--- config.mk ---
export PLATFORM = sky130hd
export DESIGN_NAME = asc_top
export DESIGN_NICKNAME = d
export VERILOG_FILES = /design/src/core/asc_pkg.sv /design/src/core/asc_top.sv
export SDC_FILE = /design/constraint.sdc
export NUM_CORES = 1
export LEC_CHECK = 0
export ABC_CLOCK_PERIOD_IN_PS = 2450
export CAP_MARGIN = 10
export CORE_ASPECT_RATIO = 1.25
export CORE_MARGIN = 4
export CORE_UTILIZATION = 35
export DETAILED_ROUTE_END_ITERATION = 10
export DONT_BUFFER_PORTS = 1
export SLEW_MARGIN = 20
export SYNTH_ARGS = -nofsm -noshare
export SYNTH_HDL_FRONTEND = slang
export SYNTH_SLANG_ARGS = --single-unit
--- constraint.sdc ---
create_clock -name CLK -period 2.45 [get_ports CLK]
set_input_delay 0.1225 -clock CLK [delete_from_list [all_inputs] [get_ports CLK]]
set_output_delay 0.1225 -clock CLK [all_outputs]
set_load 0.01 [all_outputs]
--- src/core/asc_pkg.sv ---
// Package for the asynchronous serial controller: register map, field positions, resets.
// Assumes a single 20 MHz clock and an 8-bit parallel host port with a 3-bit address.
`default_nettype none
package asc_pkg;

    localparam logic [2:0] ADR_DATA     = 3'h0;
    localparam logic [2:0] ADR_MASK     = 3'h1;
    localparam logic [2:0] ADR_CAUSE    = 3'h2;
    localparam logic [2:0] ADR_FORMAT   = 3'h3;
    localparam logic [2:0] ADR_MODEM    = 3'h4;
    localparam logic [2:0] ADR_LSTATE   = 3'h5;
    localparam logic [2:0] ADR_MSTATE   = 3'h6;
    localparam logic [2:0] ADR_SCRATCH  = 3'h7;

    localparam int FMT_DIV_ACCESS = 7;
    localparam int FMT_BREAK      = 6;
    localparam int FMT_STICK      = 5;
    localparam int FMT_EVEN       = 4;
    localparam int FMT_PAR_EN     = 3;
    localparam int FMT_STOP2      = 2;

    localparam int MOD_OUT2 = 3;
    localparam int MOD_LOOP = 4;

    localparam logic [2:0] CAUSE_NONE = 3'h1;
    localparam logic [2:0] CAUSE_LINE = 3'h6;
    localparam logic [2:0] CAUSE_RXD  = 3'h4;
    localparam logic [2:0] CAUSE_THRE = 3'h2;
    localparam logic [2:0] CAUSE_MDM  = 3'h0;

    localparam logic [7:0]  RST_REG8   = 8'h00;
    localparam logic [15:0] RST_DIVISOR = 16'h000C;
    localparam logic [3:0]  OVERSAMPLE  = 4'hF;
    localparam logic [3:0]  MID_SAMPLE  = 4'h7;

    typedef struct packed {
        logic       wr;
        logic       rd;
        logic [2:0] adr;
        logic [7:0] wdata;
    } asc_host_t;

    typedef struct packed {
        logic overrun;
        logic parity;
        logic framing;
        logic brk;
    } asc_err_t;

endpackage

`default_nettype wire

--- src/core/asc_top.sv ---
// Asynchronous serial controller: host registers, baud divider, transmitter, receiver.
// Assumes host strobes are one-cycle pulses synchronous to CLK; serial and modem
// inputs are already synchronous, modem inputs active high at these ports.
// Functional notes
// [RULE_01] Software keeps line speed at or below 19200.
// [RULE_02] Divider by 16-bit divisor gives 16x tick.
// [RULE_03] Mask holds four enables; upper nibble reads zero.
// [RULE_04] Masks gate interrupt only, status still updates.
// [RULE_05] Priority: line, rx data, tx empty, modem.
// [RULE_06] Cause read freezes highest pending cause.
// [RULE_07] Cause codes 001,110,100,010,000.
// [RULE_08] Bit0 high when idle; bits 7-3 zero.
// [RULE_09] Each cause clears on its own access.
// [RULE_10] Divisor access bit remaps low two addresses.
// [RULE_11] Break bit forces serial output spacing.
// [RULE_12] Stick parity sends fixed parity value.
// [RULE_13] Even select picks even count of ones.
// [RULE_14] Parity bit after data, before stop.
// [RULE_15] Stop bits: one, one-and-half, or two.
// [RULE_16] Format bits 1:0 select 5-8 data bits.
// [RULE_17] Modem bits drive DTR, RTS, OUT1; 7-5 zero.
// [RULE_18] OUT2 gates interrupt to host.
// [RULE_19] Loopback ties transmitter to receiver internally.
// [RULE_20] Loopback interrupts work, modem from control bits.
// [RULE_21] Line state flag layout, bit 7 zero.
// [RULE_22] Loopback maps control bits to modem state.
// [RULE_23] Holding-empty sets on transfer, clears on write.
// [RULE_24] Overrun sets on overwrite, clears on read.
// [RULE_25] Data-ready sets on receive, clears on read.
// [RULE_26] Receiver samples bit centre with 16x tick.
// [RULE_27] Reset clears controls; cause reads none pending.
`timescale 1ns/100ps
`default_nettype none

module asc_top (
    input  wire logic       CLK,      // 20 MHz clock
    input  wire logic       RST_N,    // Synchronous reset, active low
    input  wire logic       WR,       // Register write strobe
    input  wire logic       RD,       // Register read strobe
    input  wire logic [2:0] ADR,      // Register address
    input  wire logic [7:0] WDATA,    // Write data
    output logic      [7:0] RDATA,    // Read data, valid the cycle after RD
    input  wire logic       RXD,      // Serial input, high is marking
    input  wire logic       CTS,      // Clear to send, active high
    input  wire logic       DSR,      // Data set ready, active high
    input  wire logic       DCD,      // Carrier detect, active high
    input  wire logic       RI,       // Ring indicator, active high
    output logic            TXD,      // Serial output, high is marking
    output logic            DTR,      // Terminal ready, active high
    output logic            RTS,      // Request to send, active high
    output logic            OUT1,     // Auxiliary output 1, active high
    output logic            OUT2,     // Auxiliary output 2, active high
    output logic            IRQ       // Interrupt to host, active high
);

    asc_pkg::asc_host_t host;
    assign host = '{wr: WR, rd: RD, adr: ADR, wdata: WDATA};

    logic [7:0]  div_lo, div_hi, mask, fmt, mctl, scratch, rx_buffer_reg, tx_holding_reg;
    logic [15:0] baud_cnt;
    logic        tick;
    logic        thre, tsr_busy, data_ready;
    asc_pkg::asc_err_t err;
    logic [3:0]  msr_delta;
    logic [3:0]  mdm_now, mdm_prev;
    logic [2:0]  cause_held;
    logic        cause_frozen;
    logic        thre_int;

    wire dla   = fmt[asc_pkg::FMT_DIV_ACCESS];
    wire loop  = mctl[asc_pkg::MOD_LOOP];
    wire wr_dat = host.wr && host.adr == asc_pkg::ADR_DATA && !dla;   // RULE_10
    wire rd_dat = host.rd && host.adr == asc_pkg::ADR_DATA && !dla;   // RULE_10
    wire rd_lsr = host.rd && host.adr == asc_pkg::ADR_LSTATE;
    wire rd_msr = host.rd && host.adr == asc_pkg::ADR_MSTATE;
    wire rd_iir = host.rd && host.adr == asc_pkg::ADR_CAUSE;
    wire wr_div = host.wr && dla && (host.adr == asc_pkg::ADR_DATA
                                     || host.adr == asc_pkg::ADR_MASK);

    // Writable registers.
    always_ff @(posedge CLK) begin
        if (!RST_N) begin
            mask    <= asc_pkg::RST_REG8;   // RULE_27
            fmt     <= asc_pkg::RST_REG8;   // RULE_27
            mctl    <= asc_pkg::RST_REG8;   // RULE_27
            scratch <= asc_pkg::RST_REG8;
            div_lo  <= asc_pkg::RST_DIVISOR[7:0];
            div_hi  <= asc_pkg::RST_DIVISOR[15:8];
        end else if (host.wr) begin
            unique case (host.adr)
                asc_pkg::ADR_DATA:    if (dla) div_lo <= host.wdata;   // RULE_10
                asc_pkg::ADR_MASK:    if (dla) div_hi <= host.wdata;
                                      else mask <= {4'h0, host.wdata[3:0]};   // RULE_03
                asc_pkg::ADR_FORMAT:  fmt <= host.wdata;
                asc_pkg::ADR_MODEM:   mctl <= {3'h0, host.wdata[4:0]};   // RULE_17
                asc_pkg::ADR_SCRATCH: scratch <= host.wdata;
                default: ;
            endcase
        end
    end

    // Baud divider: a write to either latch reloads the counter at once.
    always_ff @(posedge CLK) begin
        if (!RST_N || wr_div) begin
            baud_cnt <= 16'h0001;
            tick     <= 1'b0;
        end else if (baud_cnt >= {div_hi, div_lo}) begin   // RULE_02
            baud_cnt <= 16'h0001;
            tick     <= 1'b1;
        end else begin
            baud_cnt <= baud_cnt + 16'h0001;
            tick     <= 1'b0;
        end
    end

    wire [3:0] nbits = {2'h0, fmt[1:0]} + 4'h5;   // RULE_16
    function automatic logic par_of(input logic [7:0] d, input logic [7:0] f);
        logic p;
        p = ^(d & (8'hFF >> (3 - f[1:0])));
        if (f[asc_pkg::FMT_STICK]) par_of = !f[asc_pkg::FMT_EVEN];   // RULE_12
        else par_of = f[asc_pkg::FMT_EVEN] ? p : !p;   // RULE_13
    endfunction

    // Transmitter: one 16-tick period per bit, half stop counted in ticks.
    typedef enum logic [4:0] {
        TX_IDLE = 5'b00001, TX_START = 5'b00010, TX_DATA = 5'b00100,
        TX_PAR  = 5'b01000, TX_STOP  = 5'b10000
    } asc_tx_t;
    asc_tx_t tx_st;
    logic [7:0] tsr;
    logic [3:0] tx_tk, tx_bit;
    logic [4:0] tx_stop_tk;
    logic       tx_line;
    wire [4:0] stop_len = !fmt[asc_pkg::FMT_STOP2] ? 5'd15 :
                          (fmt[1:0] == 2'b00) ? 5'd23 : 5'd31;   // RULE_15

    always_ff @(posedge CLK) begin
        if (!RST_N) begin
            tx_st <= TX_IDLE; tsr <= 8'h00; tx_tk <= 4'h0; tx_bit <= 4'h0;
            tx_stop_tk <= 5'h00; tx_line <= 1'b1; tsr_busy <= 1'b0;
        end else if (tx_st == TX_IDLE) begin
            if (!thre) begin
                tsr <= tx_holding_reg; tx_st <= TX_START; tsr_busy <= 1'b1; tx_tk <= 4'h0;
            end
        end else if (tick) begin
            tx_tk <= tx_tk + 4'h1;
            unique case (tx_st)
                TX_START: begin tx_line <= 1'b0;
                    if (tx_tk == asc_pkg::OVERSAMPLE) begin tx_st <= TX_DATA; tx_bit <= 4'h0; end
                end
                TX_DATA: begin tx_line <= tsr[tx_bit[2:0]];
                    if (tx_tk == asc_pkg::OVERSAMPLE) begin
                        tx_bit <= tx_bit + 4'h1;
                        if (tx_bit + 4'h1 == nbits)
                            tx_st <= fmt[asc_pkg::FMT_PAR_EN] ? TX_PAR : TX_STOP;   // RULE_14
                        tx_stop_tk <= 5'h00;
                    end
                end
                TX_PAR: begin tx_line <= par_of(tsr, fmt);   // RULE_14
                    if (tx_tk == asc_pkg::OVERSAMPLE) tx_st <= TX_STOP;
                end
                TX_STOP: begin tx_line <= 1'b1; tx_stop_tk <= tx_stop_tk + 5'h01;
                    if (tx_stop_tk == stop_len) begin tx_st <= TX_IDLE; tsr_busy <= 1'b0; end
                end
                default: ;
            endcase
        end
    end

    // Holding register; empty flag sets on transfer to shifter, clears on write.
    always_ff @(posedge CLK) begin
        if (!RST_N) begin
            thre <= 1'b1; tx_holding_reg <= 8'h00;
        end else if (wr_dat) begin
            thre <= 1'b0; tx_holding_reg <= host.wdata;   // RULE_23
        end else if (tx_st == TX_IDLE && !thre) begin
            thre <= 1'b1;   // RULE_23
        end
    end

    // Receiver, fed internally by the shifter in loopback.
    wire rx_in = loop ? tx_line : RXD;   // RULE_19
    typedef enum logic [3:0] {
        RX_IDLE = 4'b0001, RX_START = 4'b0010, RX_DATA = 4'b0100, RX_STOP = 4'b1000
    } asc_rx_t;
    asc_rx_t rx_st;
    logic [3:0] rx_tk, rx_bit;
    logic [7:0] rx_sh;
    logic       rx_par_bad, rx_all0, rx_done;
    logic       rx_fe;
    wire [3:0] rx_total = nbits + {3'h0, fmt[asc_pkg::FMT_PAR_EN]};

    always_ff @(posedge CLK) begin
        if (!RST_N) begin
            rx_st <= RX_IDLE; rx_tk <= 4'h0; rx_bit <= 4'h0; rx_sh <= 8'h00;
            rx_par_bad <= 1'b0; rx_all0 <= 1'b0; rx_done <= 1'b0; rx_fe <= 1'b0;
        end else begin
            rx_done <= 1'b0;
            if (tick) begin
                rx_tk <= rx_tk + 4'h1;
                unique case (rx_st)
                    RX_IDLE: if (!rx_in) begin rx_st <= RX_START; rx_tk <= 4'h1; end
                    RX_START: if (rx_tk == asc_pkg::MID_SAMPLE) begin   // RULE_26
                        rx_tk <= 4'h0;
                        if (rx_in) rx_st <= RX_IDLE;
                        else begin rx_st <= RX_DATA; rx_bit <= 4'h0; rx_sh <= 8'h00;
                                   rx_all0 <= 1'b1; end
                    end
                    RX_DATA: if (rx_tk == asc_pkg::OVERSAMPLE) begin   // RULE_26
                        rx_bit <= rx_bit + 4'h1;
                        if (rx_in) rx_all0 <= 1'b0;
                        if (rx_bit < nbits) rx_sh[rx_bit[2:0]] <= rx_in;
                        else rx_par_bad <= rx_in != par_of(rx_sh, fmt);   // RULE_13
                        if (rx_bit + 4'h1 == rx_total) rx_st <= RX_STOP;
                        if (rx_bit == 4'h0) rx_par_bad <= 1'b0;
                    end
                    RX_STOP: if (rx_tk == asc_pkg::OVERSAMPLE) begin
                        rx_fe <= !rx_in; rx_done <= 1'b1; rx_st <= RX_IDLE;
                        if (rx_in) rx_all0 <= 1'b0;
                    end
                    default: ;
                endcase
            end
        end
    end

    // Line status flags; events win over the read that clears them.
    always_ff @(posedge CLK) begin
        if (!RST_N) begin
            rx_buffer_reg <= 8'h00; data_ready <= 1'b0; err <= '0;
        end else begin
            if (rd_lsr) err <= '0;   // RULE_24
            if (rd_dat) data_ready <= 1'b0;   // RULE_25
            if (rx_done) begin
                rx_buffer_reg <= rx_sh; data_ready <= 1'b1;   // RULE_25
                if (data_ready && !rd_dat) err.overrun <= 1'b1;   // RULE_24
                if (rx_par_bad && fmt[asc_pkg::FMT_PAR_EN]) err.parity <= 1'b1;
                if (rx_fe) err.framing <= 1'b1;
                if (rx_all0) err.brk <= 1'b1;
            end
        end
    end
    wire [7:0] line_state = {1'b0, thre && !tsr_busy, thre, err.brk, err.framing,
                      err.parity, err.overrun, data_ready};   // RULE_21

    // Modem state, from control bits in loopback.
    always_comb begin
        if (loop) mdm_now = {mctl[3], mctl[2], mctl[0], mctl[1]};   // RULE_22
        else mdm_now = {DCD, RI, DSR, CTS};
    end
    always_ff @(posedge CLK) begin
        if (!RST_N) begin
            mdm_prev <= 4'h0; msr_delta <= 4'h0;
        end else begin
            mdm_prev <= mdm_now;   // RULE_04
            for (int i = 0; i < 4; i++) begin
                if (i == 2) begin
                    if (mdm_prev[2] && !mdm_now[2]) msr_delta[i] <= 1'b1;   // RULE_20
                    else if (rd_msr) msr_delta[i] <= 1'b0;
                end else if (mdm_prev[i] != mdm_now[i]) msr_delta[i] <= 1'b1;
                else if (rd_msr) msr_delta[i] <= 1'b0;   // RULE_09
            end
        end
    end
    wire [7:0] modem_inputs_state = {mdm_now, msr_delta[3], msr_delta[2], msr_delta[1], msr_delta[0]};

    // Transmit-empty cause: set when holding empties, cleared by cause read or write.
    always_ff @(posedge CLK) begin
        if (!RST_N) thre_int <= 1'b0;
        else if (tx_st == TX_IDLE && !thre && !wr_dat) thre_int <= 1'b1;
        else if (wr_dat || (rd_iir && cause_held == asc_pkg::CAUSE_THRE)) thre_int <= 1'b0;   // RULE_09
        else if (host.wr && host.adr == asc_pkg::ADR_MASK && !dla && host.wdata[1]
                 && !mask[1] && thre) thre_int <= 1'b1;
    end

    logic [2:0] next_cause;
    always_comb begin
        if (mask[2] && |err) next_cause = asc_pkg::CAUSE_LINE;   // RULE_05
        else if (mask[0] && data_ready) next_cause = asc_pkg::CAUSE_RXD;
        else if (mask[1] && thre_int) next_cause = asc_pkg::CAUSE_THRE;
        else if (mask[3] && |msr_delta) next_cause = asc_pkg::CAUSE_MDM;
        else next_cause = asc_pkg::CAUSE_NONE;   // RULE_07
    end

    // Cause is frozen from a read until that cause is no longer pending.
    wire held_live = (cause_held == asc_pkg::CAUSE_LINE && |err) ||
                     (cause_held == asc_pkg::CAUSE_RXD && data_ready) ||
                     (cause_held == asc_pkg::CAUSE_THRE && thre_int) ||
                     (cause_held == asc_pkg::CAUSE_MDM && |msr_delta);
    always_ff @(posedge CLK) begin
        if (!RST_N) begin
            cause_held <= asc_pkg::CAUSE_NONE; cause_frozen <= 1'b0;   // RULE_27
        end else if (rd_iir && !cause_frozen) begin
            cause_held <= next_cause;   // RULE_06
            cause_frozen <= next_cause != asc_pkg::CAUSE_NONE;
        end else if (cause_frozen && !held_live) begin
            cause_frozen <= 1'b0; cause_held <= next_cause;
        end else if (!cause_frozen) cause_held <= next_cause;
    end

    always_ff @(posedge CLK) begin
        if (!RST_N) RDATA <= 8'h00;
        else if (host.rd) begin
            unique case (host.adr)
                asc_pkg::ADR_DATA:    RDATA <= dla ? div_lo : rx_buffer_reg;
                asc_pkg::ADR_MASK:    RDATA <= dla ? div_hi : mask;
                asc_pkg::ADR_CAUSE:   RDATA <= {5'h00, cause_frozen ? cause_held : next_cause};   // RULE_08
                asc_pkg::ADR_FORMAT:  RDATA <= fmt;
                asc_pkg::ADR_MODEM:   RDATA <= mctl;
                asc_pkg::ADR_LSTATE:  RDATA <= line_state;
                asc_pkg::ADR_MSTATE:  RDATA <= modem_inputs_state;
                default:              RDATA <= scratch;
            endcase
        end
    end

    // Output pins; in loopback TXD, DTR, RTS, OUT1 and OUT2 are parked inactive, IRQ still follows OUT2.
    always_ff @(posedge CLK) begin
        if (!RST_N) begin
            TXD <= 1'b1; DTR <= 1'b0; RTS <= 1'b0; OUT1 <= 1'b0; OUT2 <= 1'b0; IRQ <= 1'b0;
        end else begin
            TXD  <= loop ? 1'b1 : (fmt[asc_pkg::FMT_BREAK] ? 1'b0 : tx_line);   // RULE_11
            DTR  <= mctl[0] && !loop;   // RULE_17
            RTS  <= mctl[1] && !loop;   // RULE_17
            OUT1 <= mctl[2] && !loop;   // RULE_17
            OUT2 <= mctl[3] && !loop;
            IRQ  <= mctl[asc_pkg::MOD_OUT2] && next_cause != asc_pkg::CAUSE_NONE;   // RULE_18
        end
    end

    a_irq_gate: assert property (@(posedge CLK) disable iff (!RST_N)
        !mctl[asc_pkg::MOD_OUT2] |=> !IRQ) else $error("irq without out2");   // RULE_18
    a_break_line: assert property (@(posedge CLK) disable iff (!RST_N)
        fmt[asc_pkg::FMT_BREAK] && !loop |=> !TXD) else $error("break not spacing");   // RULE_11
    a_loop_txd: assert property (@(posedge CLK) disable iff (!RST_N)
        loop |=> TXD && !DTR && !RTS) else $error("loop pins active");   // RULE_19
    a_dr_set: assert property (@(posedge CLK) disable iff (!RST_N)
        rx_done |=> data_ready) else $error("data ready missing");   // RULE_25
    a_ovr_set: assert property (@(posedge CLK) disable iff (!RST_N)
        rx_done && data_ready && !rd_dat |=> err.overrun) else $error("overrun missing");   // RULE_24
    a_thre_clr: assert property (@(posedge CLK) disable iff (!RST_N)
        wr_dat |=> !thre) else $error("thre not cleared");   // RULE_23
    a_mask_high: assert property (@(posedge CLK) disable iff (!RST_N)
        mask[7:4] == 4'h0 && mctl[7:5] == 3'h0) else $error("reserved bits set");   // RULE_03
    a_line_first: assert property (@(posedge CLK) disable iff (!RST_N)
        mask[2] && |err |-> next_cause == asc_pkg::CAUSE_LINE) else $error("priority");   // RULE_05
    c_rx_char: cover property (@(posedge CLK) disable iff (!RST_N) rx_done);
    c_loop_irq: cover property (@(posedge CLK) disable iff (!RST_N) loop && IRQ);
    c_frozen: cover property (@(posedge CLK) disable iff (!RST_N) cause_frozen && rd_iir);

endmodule // asc_top

`default_nettype wire

==> flow_summary.ini <==
[cells_and_area]
nNetsFinal = 1046
top_register = baud_cnt
area_growth_pct = 14.5
diodes = 0
final.fill_count = 2325
final_common_cell = dfxtp_1
mostFrequentLayoutCells = dfxtp_1 (158), nor2_1 (110), nand2_1 (107)
layout-drive-gt1-share = 0.0804
largest_reg_flops = 16

[cts]
clkSinkCount = 159
cts_buffers = 17
root_buffer = clkbuf_16
cts_tree = done
path_clk_slew_ns = 0.06
insertion_delay_ns = 0.43
cts.path.max_buffers = 2
htreeDepth = 4

[drt]
routed_wirelength_um = 23400
dr.pass1.iters = 5
ant_nets = 0
wire_per_inst_um = 18.1
drt_iter0_markers = 659
drc_errors = 0
viasPerCell = 5.51
num_vias = 7142

[global_routing]
overflow = 0
grt_max_degree = 44
track_usage = 0.179
antenna_found_initial = 0
grt_pass1_vias = 6940
grt_pass1_wl_um = 37600

[flow_run]
max-cap-violations = 0

[floorplanning]
rows = 62
die_area_mm2 = 0.0262
fp.dieH_um = 180
coreArea_mm2 = 0.0231
chipWidth_um = 145
start_util = 0.358
io_pins = 34

[logic_synthesis]
syn-cell-area_mm2 = 0.00827
synthArstFlopShare = 0
synth-edff-count = 0
avgSynthCellArea_um2 = 8.39
yosysWarningCount = 0
synthFlopType = dfxtp_1
syn_nets = 1036
synth.distinct_cells = 75
ys_ff_latch = 159
synthCells = 985
yosysSeqAreaShare = 0.385

[power_and_ir_drop]
power_density_mw_per_mm2 = 624
p_leak_nw = 3.48
ir_worst_vdd_v = 0.000486

[worst_hold_path]
whs_path_depth = 2
hold_path_class = input port to flip-flop

[critical_path]
end_kind = flip-flop
crit_required_ns = 2.76
path_class = flip-flop to flip-flop
cp.arrival_ns = 2.60
start_kind = flip-flop
crit_path_max_fanout = 9
rr_worst_depth = 5

[sta]
finalHoldViolCount = 0
relSlewSlack = 0.503
rsz0062_at_grt = no
finalSetupViolCount = 0
fin_worst_skew_ns = 0.0132
drv_slew = 0
fin_ws_ns = 0.166
fmax_mhz = 438
min_period_over_period = 0.932
period_needed_ns = 2.28
fin_setup_tns_ns = 0
tightest_slew_ns = 0.744

[status]
status = finished clean

[place]
dp_hpwl_um = 16300
gp_congestion = 0.874
post-place-ws_ns = 0.171
io_buffers = 0
[metrics by stage]
step	std cells	total power [W]	util	hold WS, ns	area [um2]
2_1_floorplan	985	0.00291	-	0.248	8270
3_3_place_gp	1242	0.00296	0.372	0.195	8590
3_5_place_dp	1242	0.00296	0.372	0.201	8590
4_1_cts	1296	0.00595	0.409	0.00323	9470
5_1_grt	1296	0.00609	0.410	0.00987	9470
6_report	1296	0.00590	0.410	0.0145	9470
[layout make-up]
cell class	count	area, um2	share of cell area
clock buffer	22	474	0.0501
clock inverter	10	173	0.0182
inverter	40	151	0.0160
multi-input combinational	728	4690	0.496
sequential	159	3180	0.336
tap	288	360	0.0381
timing repair buffer	49	433	0.0457
[per-layer routing]
| metal | vias up | part of all wire | wire length, um | track usage |
|---|---|---|---|---|
| met5 | - | 0 | 0 | 0 |
| met1 | 3396 | 0.42 | 9840 | 0.216 |
| met3 | 57 | 0.047 | 1110 | 0.0388 |
| met2 | 196 | 0.49 | 11400 | 0.303 |
| met4 | 0 | 0.044 | 1020 | 0.0859 |
| li1 | 3493 | - | - | - |
[power breakdown]
group | switching (W) | internal (W) | total, W
Combinational | 0.000190 | 0.000119 | 0.000309
Clock | 0.00113 | 0.00181 | 0.00293
Sequential | 0.0000394 | 0.00262 | 0.00266
[synthesized netlist by cell type (7+ instances only)]
cell type  instances  share of area
a211oi_1           7         0.0064
a21o_1             8         0.0073
a21oi_1           84          0.051
buf_2             11         0.0067
clkbuf_1          38          0.017
dfxtp_1          159           0.38
ha_1              30          0.045
inv_1             39          0.018
mux2i_1           58          0.070
nand2_1          107          0.049
nand2b_1          17          0.013
nand3_1           37          0.022
nand4_1           13         0.0098
nor2_1           110          0.050
nor3_1             9         0.0054
nor4_1             8         0.0061
o211ai_1          19          0.017
o21ai_0           55          0.033
xnor2_1           28          0.030
xor2_1            17          0.018
[path summary, 6_finish.rpt]
check | to | slack (ns) | start
worst max register to register | div_lo[3] | 0.17 | fmt[7]
worst min register to register | msr_delta[1] | 0.45 | mdm_prev[1]
worst min-delay path | RDATA[0] | 0.01 | RD
worst max-delay path | div_lo[3] | 0.17 | fmt[7]
[critical path, cell delays in order, from the launching register on]
cell and delay [ns]:
dfxtp_2 0.47, nand2b_1 0.13, or4_1 0.67, o21ai_0 0.27
nand2_1 0.07, dlygate4sd3_1 0.55
[repair_timing]
| action | CTS | global route |
|---|---|---|
| buffers inserted | 0 | 0 |
| setup endpoints to repair | 0 | 2 |
| hold buffers | 22 | 0 |
| resized for setup | 0 | 1 |
| endpoints found under the hold margin | 92 | 0 |
[cell families after synthesis]
| group | synth area share |
|---|---|
| multiplexers | 0.0897 |
| AO/OA/AOI/OAI | 0.170 |
| buffers and inverters | 0.0484 |
| XOR/XNOR | 0.0531 |
| flip-flops | 0.385 |
| AND/OR/NAND/NOR | 0.206 |
| adder cells (fa/ha/maj) | 0.0478 |
(Power assumes the default switching activity.)
